**src/core/tacc_map.vh**
```
// Constants for the tag authentication companion core.
// Assumes inclusion by bare name from the core module.
`ifndef TACC_MAP_VH
`define TACC_MAP_VH
`define TACC_CLK_MHZ        250
`define TACC_READY_MS       60
`define TACC_WAKE_MS        50
`define TACC_READY_CYC      (`TACC_READY_MS * 1000 * `TACC_CLK_MHZ)
`define TACC_WAKE_CYC       (`TACC_WAKE_MS * 1000 * `TACC_CLK_MHZ)
`define TACC_BLOCK_BYTES    64
`define TACC_KEY_SETS       16
`define TACC_KEY_BITS       64
`define TACC_PW_SETS        8
`define TACC_PW_BITS        24
`define TACC_CNT_NUM        4
`define TACC_CNT_MAX        6400000
`define TACC_LEN_POS        0
`define TACC_PAD_BYTE       8'h80
`define TACC_ADDR_RST       7'h5_0
`define TACC_LFSR_RST       32'hACE1_0001
`endif

```
**src/core/tacc_core.v**
```verilog
// Tag authentication companion core: power-up readiness, reset, sleep,
// two-wire slave address phase, secret storage and single-block hash input.
// Assumes clk_in at 250 MHz; bus lines and strap pins arrive asynchronously.
//
// Operation
// Hash input joins operands in order, padded to one 64-byte block.
// Only one compression round per digest; never more than one block.
// Tag secret input is common secret, tag identifier, host diversifier.
// Host supplies the diversifier, by any method it chooses.
// Random source output seeds the mutual authentication challenge.
// Host continues tag work only after both sides confirm.
// Ready for commands 60 ms after reset release; host waits.
// Low reset pin returns every state to initial, even while sleeping. Key and password storage keeps its contents.
// Sleep pin high: device sleeps and ignores both bus lines.
// Bus ignored for 50 ms after sleep falls; host waits.
// Sixteen diversified host key sets of 64 bits each.
// Eight password sets, each two 24-bit passwords.
// Four up-only counters, each limited to about 6.4 million.
// Slave only; clock line never held low.
// Address not acknowledged during readiness or wake intervals.
// Reset or sleep abandons a command without response or update.
`timescale 1ns/1ps
`include "tacc_map.vh"
module tacc_core #(
	parameter integer READY_CYC = `TACC_READY_CYC,
	parameter integer WAKE_CYC  = `TACC_WAKE_CYC,
	parameter integer KEY_SETS  = `TACC_KEY_SETS,
	parameter integer PW_SETS   = `TACC_PW_SETS,
	parameter integer CNT_NUM   = `TACC_CNT_NUM
) (
	input  wire         clk_in,
	input  wire         srst_in,
	input  wire         reset_n_in,
	input  wire         sleep_request_input_in,
	input  wire         scl_in,
	input  wire         sda_in,
	input  wire [6:0]   slave_addr_in,
	input  wire [159:0] common_secret_in,
	input  wire [63:0]  tag_id_in,
	input  wire [63:0]  host_diversifier_in,
	input  wire         derive_req_in,
	input  wire         key_we_in,
	input  wire [3:0]   key_idx_in,
	input  wire [63:0]  key_data_in,
	input  wire         pw_we_in,
	input  wire [2:0]   pw_idx_in,
	input  wire [47:0]  pw_data_in,
	input  wire         cnt_inc_in,
	input  wire [1:0]   cnt_idx_in,
	output reg          sda_out,
	output reg          sda_oe_out,
	output reg          scl_out,
	output reg          scl_oe_out,
	output reg          ready_out,
	output reg          sleep_state_out,
	output reg  [511:0] hash_block_out,
	output reg          hash_start_out,
	output reg  [63:0]  challenge_seed_out,
	output reg  [63:0]  key_rd_out,
	output reg  [47:0]  pw_rd_out,
	output reg  [22:0]  cnt_rd_out
);
	localparam ST_RESET = 4'b0001;
	localparam ST_BOOT  = 4'b0010;
	localparam ST_RUN   = 4'b0100;
	localparam ST_SLEEP = 4'b1000;
	localparam [22:0] CNT_MAX = `TACC_CNT_MAX;
	localparam [63:0] MSG_BITS = 64'h0000_0000_0000_0160;

	////////////////////////////////////////////////////////////////////
	// Input synchronisers
	wire rst_n_s;
	wire asleep;
	wire scl_s;
	wire sda_s;
	tacc_sync2 #(
		.WIDTH(1)
	) rst_sync_inst (
		.clk_in(clk_in),
		.d_in  (reset_n_in),
		.q_out (rst_n_s)
	);
	tacc_sync2 #(
		.WIDTH(1)
	) slp_sync_inst (
		.clk_in(clk_in),
		.d_in  (sleep_request_input_in),
		.q_out (asleep)
	);
	tacc_sync2 #(
		.WIDTH(1)
	) scl_sync_inst (
		.clk_in(clk_in),
		.d_in  (scl_in),
		.q_out (scl_s)
	);
	tacc_sync2 #(
		.WIDTH(1)
	) sda_sync_inst (
		.clk_in(clk_in),
		.d_in  (sda_in),
		.q_out (sda_s)
	);
	wire pin_rst = srst_in | ~rst_n_s;

	////////////////////////////////////////////////////////////////////
	// Readiness and wake sequencing
	reg [3:0]  state_ff;
	reg [31:0] wait_ff;
	always @(posedge clk_in) begin
		if (pin_rst) begin
			state_ff <= ST_RESET;
			wait_ff  <= 32'h0000_0000;
		end else begin
			case (state_ff)
			ST_RESET: begin
				state_ff <= ST_BOOT;
				wait_ff  <= READY_CYC[31:0];
			end
			ST_BOOT: begin
				if (wait_ff <= 32'h0000_0001)
					state_ff <= ST_RUN;
				wait_ff <= wait_ff - 32'h0000_0001;
				if (asleep)
					state_ff <= ST_SLEEP;
			end
			ST_RUN: begin
				if (asleep)
					state_ff <= ST_SLEEP;
			end
			ST_SLEEP: begin
				if (!asleep) begin
					state_ff <= ST_BOOT;
					wait_ff  <= WAKE_CYC[31:0];
				end
			end
			default: state_ff <= ST_RESET;
			endcase
		end
	end
	wire bus_live = (state_ff == ST_RUN);

	////////////////////////////////////////////////////////////////////
	// Two-wire slave address phase; SCL is never driven
	reg       scl_d_ff;
	reg       sda_d_ff;
	reg       act_ff;
	reg [3:0] bit_ff;
	reg [7:0] sh_ff;
	reg       ack_ff;
	reg [6:0] addr_ff;
	wire start = scl_s & scl_d_ff & sda_d_ff & ~sda_s;
	wire stop  = scl_s & scl_d_ff & ~sda_d_ff & sda_s;
	wire rise  = scl_s & ~scl_d_ff;
	wire fall  = ~scl_s & scl_d_ff;
	always @(posedge clk_in) begin
		if (pin_rst || !bus_live) begin
			scl_d_ff <= 1'b1;
			sda_d_ff <= 1'b1;
			act_ff   <= 1'b0;
			bit_ff   <= 4'h0;
			sh_ff    <= 8'h00;
			ack_ff   <= 1'b0;
			addr_ff  <= pin_rst ? `TACC_ADDR_RST : slave_addr_in;
		end else begin
			scl_d_ff <= scl_s;
			sda_d_ff <= sda_s;
			if (start) begin
				act_ff <= 1'b1;
				bit_ff <= 4'h0;
			end else if (stop) begin
				act_ff <= 1'b0;
				ack_ff <= 1'b0;
			end else if (act_ff && rise && bit_ff < 4'h8) begin
				sh_ff  <= {sh_ff[6:0], sda_s};
				bit_ff <= bit_ff + 4'h1;
			end else if (act_ff && fall && bit_ff == 4'h8 && !ack_ff) begin
				ack_ff <= (sh_ff[7:1] == addr_ff);
				if (sh_ff[7:1] != addr_ff)
					act_ff <= 1'b0;
			end else if (act_ff && fall && ack_ff) begin
				ack_ff <= 1'b0;
				act_ff <= 1'b0;
			end
		end
	end

	////////////////////////////////////////////////////////////////////
	// Random source: two free-running LFSRs, one per seed half
	reg [31:0] lfsr_ff;
	reg [31:0] lfsr_b_ff;
	wire       lfsr_fb   = lfsr_ff[31] ^ lfsr_ff[21] ^ lfsr_ff[1] ^ lfsr_ff[0];
	wire       lfsr_b_fb = lfsr_b_ff[31] ^ lfsr_b_ff[21] ^ lfsr_b_ff[1] ^ lfsr_b_ff[0];
	always @(posedge clk_in) begin
		if (pin_rst) begin
			lfsr_ff   <= `TACC_LFSR_RST;
			lfsr_b_ff <= ~`TACC_LFSR_RST;
		end else begin
			lfsr_ff   <= {lfsr_ff[30:0], lfsr_fb};
			lfsr_b_ff <= {lfsr_b_ff[30:0], lfsr_b_fb};
		end
	end

	////////////////////////////////////////////////////////////////////
	// Key, password and counter storage
	reg [63:0] key_mem [0:KEY_SETS-1];
	reg [47:0] pw_mem  [0:PW_SETS-1];
	reg [22:0] cnt_mem [0:CNT_NUM-1];
	wire       cnt_room = (cnt_mem[cnt_idx_in] < CNT_MAX);
	integer i;
	// Keys and passwords persist through reset
	always @(posedge clk_in) begin
		if (!pin_rst && bus_live) begin
			if (key_we_in)
				key_mem[key_idx_in] <= key_data_in;
			if (pw_we_in)
				pw_mem[pw_idx_in] <= pw_data_in;
		end
	end
	// Up-only counters, saturating at the limit
	always @(posedge clk_in) begin
		if (pin_rst) begin
			for (i = 0; i < CNT_NUM; i = i + 1)
				cnt_mem[i] <= 23'h00_0000;
		end else if (bus_live && cnt_inc_in && cnt_room) begin
			cnt_mem[cnt_idx_in] <= cnt_mem[cnt_idx_in] + 23'h00_0001;
		end
	end

	////////////////////////////////////////////////////////////////////
	// Hash block assembly
	wire [7:0]   pad_lead   = `TACC_PAD_BYTE;
	wire [151:0] pad_zero   = 152'h0;
	wire [287:0] msg_body   = {common_secret_in, tag_id_in, host_diversifier_in};
	wire [511:0] padded_blk = {msg_body, pad_lead, pad_zero, MSG_BITS};
	wire         take_req   = derive_req_in & bus_live;

	////////////////////////////////////////////////////////////////////
	// Bus pin outputs; acknowledge held until the next clock fall
	always @(posedge clk_in) begin
		if (pin_rst) begin
			sda_out    <= 1'b0;
			sda_oe_out <= 1'b0;
			scl_out    <= 1'b0;
			scl_oe_out <= 1'b0;
		end else begin
			sda_out    <= 1'b0;
			sda_oe_out <= ack_ff & bus_live;
			scl_out    <= 1'b0;
			scl_oe_out <= 1'b0;
		end
	end

	////////////////////////////////////////////////////////////////////
	// Status outputs
	always @(posedge clk_in) begin
		if (pin_rst) begin
			ready_out       <= 1'b0;
			sleep_state_out <= 1'b0;
		end else begin
			ready_out       <= bus_live;
			sleep_state_out <= (state_ff == ST_SLEEP);
		end
	end

	////////////////////////////////////////////////////////////////////
	// Hash block and challenge seed outputs
	always @(posedge clk_in) begin
		if (pin_rst) begin
			hash_block_out     <= 512'h0;
			hash_start_out     <= 1'b0;
			challenge_seed_out <= 64'h0000_0000_0000_0000;
		end else begin
			hash_start_out <= take_req;
			if (take_req) begin
				hash_block_out     <= padded_blk;
				challenge_seed_out <= {lfsr_ff, lfsr_b_ff};
			end
		end
	end

	////////////////////////////////////////////////////////////////////
	// Storage read-back, one cycle behind the index
	always @(posedge clk_in) begin
		if (pin_rst) begin
			key_rd_out <= 64'h0000_0000_0000_0000;
			pw_rd_out  <= 48'h0000_0000_0000;
			cnt_rd_out <= 23'h00_0000;
		end else begin
			key_rd_out <= key_mem[key_idx_in];
			pw_rd_out  <= pw_mem[pw_idx_in];
			cnt_rd_out <= cnt_mem[cnt_idx_in];
		end
	end
endmodule

////////////////////////////////////////////////////////////////////////
// Two-stage synchroniser for asynchronous pins
module tacc_sync2 #(
	parameter integer WIDTH = 1
) (
	input  wire             clk_in,
	input  wire [WIDTH-1:0] d_in,
	output wire [WIDTH-1:0] q_out
);
	reg [WIDTH-1:0] meta_ff;
	reg [WIDTH-1:0] hold_ff;
	always @(posedge clk_in) begin
		meta_ff <= d_in;
		hold_ff <= meta_ff;
	end
	assign q_out = hold_ff;
endmodule

```
**config.mk**
```make
export PLATFORM = sky130hd
export DESIGN_NAME = tacc_core
export DESIGN_NICKNAME = d
export VERILOG_FILES = /design/src/core/tacc_core.v
export VERILOG_INCLUDE_DIRS = /design/src /design/src/core
export SDC_FILE = /design/constraint.sdc
export NUM_CORES = 2
export LEC_CHECK = 0
export BUFFER_PORTS_ARGS = -buffer_cell sky130_fd_sc_hd__buf_2
export CAP_MARGIN = 20
export CORE_AREA = 2 2 451 453
export DETAILED_ROUTE_END_ITERATION = 16
export DIE_AREA = 0 0 453 455
export GPL_TIMING_DRIVEN = 0
export PLACE_DENSITY = 0.65
export SYNTH_ARGS = -nofsm -noshare
export SYNTH_HDL_FRONTEND = slang
export SYNTH_HIERARCHICAL = 1
export SYNTH_SLANG_ARGS = --single-unit
```
**constraint.sdc**
```tcl
create_clock -name clk_in -period 7.9 [get_ports clk_in]
set_input_delay 0 -clock clk_in [delete_from_list [all_inputs] [get_ports clk_in]]
set_output_delay 0 -clock clk_in [all_outputs]
set_load 0.01 [all_outputs]
```
# Yosys cells after proc, flatten, opt, wreduce, memory -nomap -nowiden
# Memories as Yosys holds them, arrays and structs flattened. A register that Yosys moved wholly into a read port is not among the register bits.
# Index checks and enable logic that the tools add are counted.
[totals]
ff_bits = 514
ram_bits = 1500
input_bits = 426
out_inout_bits = 718
wordCells = 125
n_memories = 3
[classes]
n_addsub = 3
magnitude_cmp = 3
n_eq_ne = 13
mux = 30
bitwise_logic = 23
n_reduce_logical = 24
[mem_list]
columns = ["name", "depth", "word_bits", "rd", "rd_clocked_by_memory_dff", "write_ports", "line_no", "rtl"]
rows = [
  ["key_mem", 16, 64, 1, 1, 1, "tacc_core.v:206", "reg [63:0] key_mem [0:KEY_SETS-1];"],
  ["pw_mem", 8, 48, 1, 1, 1, "tacc_core.v:207", "reg [47:0] pw_mem [0:PW_SETS-1];"],
  ["cnt_mem", 4, 23, 1, 0, 4, "tacc_core.v:208", "reg [22:0] cnt_mem [0:CNT_NUM-1];"],
]
[ops]
columns = ["op", "n"]
rows = [
  ["32-bit case mux with 3 select lines", 1],
  ["32-bit by 1-bit <= comparator with 1-bit output (second input constant)", 1],
  ["32-bit two-way mux", 1],
  ["32-bit by 1-bit subtractor with 32-bit output (second input constant)", 1],
  ["23-bit by 1-bit adder with 23-bit output (second input constant)", 1],
  ["23-bit < comparator (second input constant)", 1],
  ["23-bit two-way mux", 1],
  ["23-bit OR reduction", 1],
  ["1-bit two-way mux", 21],
  ["4-bit two-way mux", 4],
  ["4-bit case mux with 4 select lines", 1],
  ["3-bit AND reduction", 4],
  ["1-bit bitwise AND", 9],
  ["1-bit logical AND", 9],
  ["4-bit == test (second input constant)", 2],
  ["7-bit == test", 1],
  ["7-bit inequality test", 1],
  ["1-bit inverter", 7],
  ["3-bit nonzero test", 2],
  ["1-bit bitwise XOR", 6],
  ["4-bit by 1-bit adder with 4-bit output (second input constant)", 1],
  ["4-bit by 1-bit == test with 1-bit output (second input constant)", 1],
  ["4-bit by 2-bit == test with 1-bit output (second input constant)", 1],
  ["4-bit by 3-bit == test with 1-bit output (second input constant)", 1],
  ["13 further kinds", 17],
]

# Depth between registers and ports, before layout
[depth]
ltp_word = 9
depth_mapped = 9

# By module
# The synthesis kept the hierarchy.
[by_module_without_submodules]
columns = ["mod", "instances", "cells_each", "area_each_um2", "seq_area_each_um2"]
rows = [
  ["tacc_core", 1, 4857, 79043.3, 57425.1],
  ["tacc_sync2", 4, 2, 40.0, 40.0],
]

# Worst setup path before layout
# No wires, ideal clock.
[synth_timing]
kind = "reg2reg"
start = "reg state_ff[0]"
end = "mem key_mem[0][0], enable pin"
setup_time_ns = 0.564
arrival_time_ns = 6.258
required_ns = 7.336
path_slack_ns = 1.078
stages_incl_launch_ff = 7
n_path_buf = 1
period_less_slack_ns = 6.822
path_cell_list = "dfxtp_1 > clkbuf_1 > nor4b_2 > and2_1 > inv_1 > or4b_2 > nor3_1"
[synth_via]
elab_chain_len = 4
[synth_rtl]
columns = ["element", "line_no", "rtl"]
rows = [
  ["start: declaration", "tacc_core.v:108", "reg [3:0] state_ff;"],
  ["start signal: assignment", "tacc_core.v:112", "state_ff <= ST_RESET;"],
  ["start signal: assignment", "tacc_core.v:117", "state_ff <= ST_BOOT;"],
  ["start signal: assignment", "tacc_core.v:122", "state_ff <= ST_RUN;"],
  ["4-bit by 3-bit == test with 1-bit output", "tacc_core.v:141", "wire bus_live = (state_ff == ST_RUN);"],
  ["1-bit logical AND", "tacc_core.v:213", "if (!pin_rst && bus_live) begin"],
  ["1-bit two-way mux", "tacc_core.v:213", ""],
  ["1-bit two-way mux (implied by the code)", "tacc_core.v:215", "key_mem[key_idx_in] <= key_data_in;"],
  ["end: declaration", "tacc_core.v:206", ""],
]
# No other way between the ends.

# Worst setup path after layout
[layout_timing]
start = "reg state_ff[0]"
end = "mem key_mem[8][24], enable pin"
# The elaborated chain is that of the path after synthesis.

==> flow_summary.json <==
{
  "grt_overflow": 0,
  "syn_to_final_growth_pct": 32.8,
  "cp_cell_sequence": "clkbuf_1 > nor4b_4 > and2_1 > buf_1 > buf_16 > nand4b_1 > nor3_2 > buf_6 > buf_6 > buf_6 > buf_6",
  "io_pins": 1144,
  "grt_pass1_wl_um": 398000,
  "cp.required_ps": 8490,
  "rrSetupSlack_ps": 3080,
  "nets": 7501,
  "synth_edf_count": 1507,
  "synthFlopType": "edfxtp_1",
  "post_drt_via_cell_ratio": 5.23,
  "cts_tree": "yes",
  "port_buffers": 911,
  "finClkSkew_ps": 83.1,
  "fin_hold_ws_ps": 57.0,
  "final.setup.worst_slack_ps": 3080,
  "yosysWarnings": 6,
  "min_path_cells": 4,
  "max_freq_ghz": 0.208,
  "tns_ps": 0,
  "drc": 0,
  "num-fill-cells": 16500,
  "root_buffer": "clkbuf_16",
  "finalPower_mw": 24.3,
  "critPathSlowestCell": "nor3_2",
  "cts_buffers": 213,
  "worstSetupEndpointType": "flop",
  "grt_pass1_vias": 50800,
  "hold_viol": 0,
  "yosysSeqAreaShare_pct": 72.7,
  "htreeDepth": 4,
  "crit_path_start_kind": "flop",
  "ir_drop_mv": 0.239,
  "setup_viol": 0,
  "critPathKind": "flop to flop",
  "cts.sinks": 2123,
  "initial_utilization_pct": 39.3,
  "num_rows": 165,
  "die_area_um2": 206000,
  "pre_cts_ws_ps": 3120,
  "post_synth.cell_area_avg_um2": 16.3,
  "relSlewSlack_pct": 23.6,
  "fin_area_um2": 105000,
  "first_pass_iters": 8,
  "fp.coreArea_um2": 201000,
  "rsz0062_at_grt": "no",
  "p_per_area_nw_per_um2": 231,
  "worstSkewPairLatency_ps": 900,
  "arrival_ps": 5410,
  "period_share_pct": 61.0,
  "cp_common_cell": "buf_6",
  "ff2ff_path_depth": 11,
  "cts.path.max_buffers": 3,
  "hpwl_um": 215000,
  "status": "finished, final reports clean",
  "grt_max_degree": 24,
  "post_dp_cell_area_um2": 90000,
  "vias": 52100,
  "synth_cells": 4865,
  "async_flop_share_pct": 0,
  "drive_gt1_share_pct": 28.9,
  "antenna_found_initial": 95,
  "first_iter_violations": 5474,
  "cp_num_buf_inv": 7,
  "synth_cell_types": 55,
  "slowest_delay_ps": 860,
  "routedWlPerCell_um": 29.5,
  "clkTransAtPathRegs_ps": 70,
  "ctsResizeCount": 0,
  "wl_um": 294000,
  "gp_congestion": 0.998,
  "critPathTopFamily": "simple AND/OR/NAND/NOR gates",
  "p_leak_nw": 37.9,
  "dieHeight_um": 455,
  "slew_viol_final": 0,
  "syn-cell-area_um2": 79200,
  "finalCriticalPeriod_ps": 4820,
  "path_max_fanout": 10,
  "ant_nets": 0,
  "die_x_um": 453,
  "grtUsageTotal_pct": 27.7,
  "worst-path-stages": 11,
  "worst_pin_slew_ps": 1150,
  "synth-seq-cells": 2123,
  "hp-class": "primary input to flop",
  "cap_violations": 0
}
-- routing by layer --
metal / GRT usage, % / wire, um / vias up
met1: 36.2 / 116000 / 26400
li1: - / - / 22400
met4: 13.5 / 14800 / 58
met2: 40.8 / 130000 / 2710
met3: 10.0 / 32500 / 569
met5: 2.00 / 911 / -
-- state kept, by name, indices dropped and copies added, names as in the netlist, 4 cells and up --
name                flops
hash_block_out        289
key_mem              1024
lfsr_b_ff              32
state_ff                4
pw_mem                384
key_rd_out             64
bit_ff                  4
cnt_mem                92
pw_rd_out              48
challenge_seed_out     64
addr_ff                 7
sh_ff                   8
wait_ff                32
cnt_rd_out             23
lfsr_ff                32
-- layout make-up --
type	count	area, um2	share of cell area (%)
inverters	15	56.3	0.0535
multi-input cells	2440	19800	18.8
clock inverters	123	1680	1.60
clock buffers	283	5880	5.59
plain buffers	509	2790	2.65
flip-flops and latches	2123	57600	54.7
repair buffers	1768	13900	13.3
diodes	35	87.6	0.0833
well taps	2672	3340	3.18
-- timing repair --
| action | 4_1_cts | 5_1_grt |
|---|---|---|
| setup buffers | 0 | 0 |
| hold buffers | 732 | 0 |
| endpoints found under the setup margin | 0 | 0 |
| endpoints found under the hold margin | 2022 | 0 |
-- power by group --
part	internal (mW)	switching [mW]	leakage (nW)
Sequential	12.0	0.0424	18.7
Clock	6.22	4.55	3.69
Combinational	0.744	0.825	15.5
-- synthesized netlist by cell type, types with 40 or more instances --
master       n  area [um2]
edfxtp_1  1507       45300
nand2_1    746        2800
dfxtp_1    616       12300
mux4_2     436        9820
a21oi_1    401        2010
clkbuf_1   246         923
buf_4      227        1700
and2_1     122         763
nor2_1     116         435
nor3_1      62         310
mux2i_1     48         480
nand2b_1    40         250
-- logic make-up (layout without fill, tap and decap cells) --
logic type / Yosys count / in the layout / synth area share [%]
adders and majority gates: 5 / 5 / 0.0790
DFF: 2123 / 2123 / 72.7
muxes: 487 / 487 / 13.1
AOI/OAI and AO/OA: 498 / 498 / 3.42
and+or+nand+nor: 1193 / 1193 / 6.72
buffers and inverters: 524 / 2698 / 3.59
xor gates and xnor gates: 34 / 34 / 0.376
other: 1 / 258 / 0.00473
-- worst min-delay path, stage by stage --
cell	delay, ps
dlygate4sd3_1	550
buf_2	190
nand2_1	80
a21oi_1	50
-- per-stage QoR --
step           instances  utilization (%)
3_5_place_dp        8781             44.7
2_1_floorplan       5087                -
6_report            9968             52.3
3_3_place_gp        8670             43.7
4_1_cts             9919             52.1
5_1_grt             9953             52.2
-- placed cells by master (no fill, tap or decap), types with 56 or more instances in the layout --
cell type	Yosys	final
a21oi_1	401	401
and2_1	122	122
buf_2	4	915
buf_4	227	229
clkbuf_1	246	284
clkbuf_16	0	215
conb_1	1	223
dfxtp_1	616	616
dlygate4sd3_1	0	732
edfxtp_1	1507	1507
mux4_2	436	436
nand2_1	746	746
nor2_1	116	98
nor3_1	62	56
-- final timing paths --
check                             end                  start
hold reg to reg   slp_sync_inst/q_out  slp_sync_inst/meta_ff
setup reg to reg       key_mem[8][24]            state_ff[0]
setup / recovery       key_mem[8][24]            state_ff[0]
hold / removal    hash_block_out[334]          tag_id_in[46]
No activity file was read; power rests on OpenSTA's default activity.
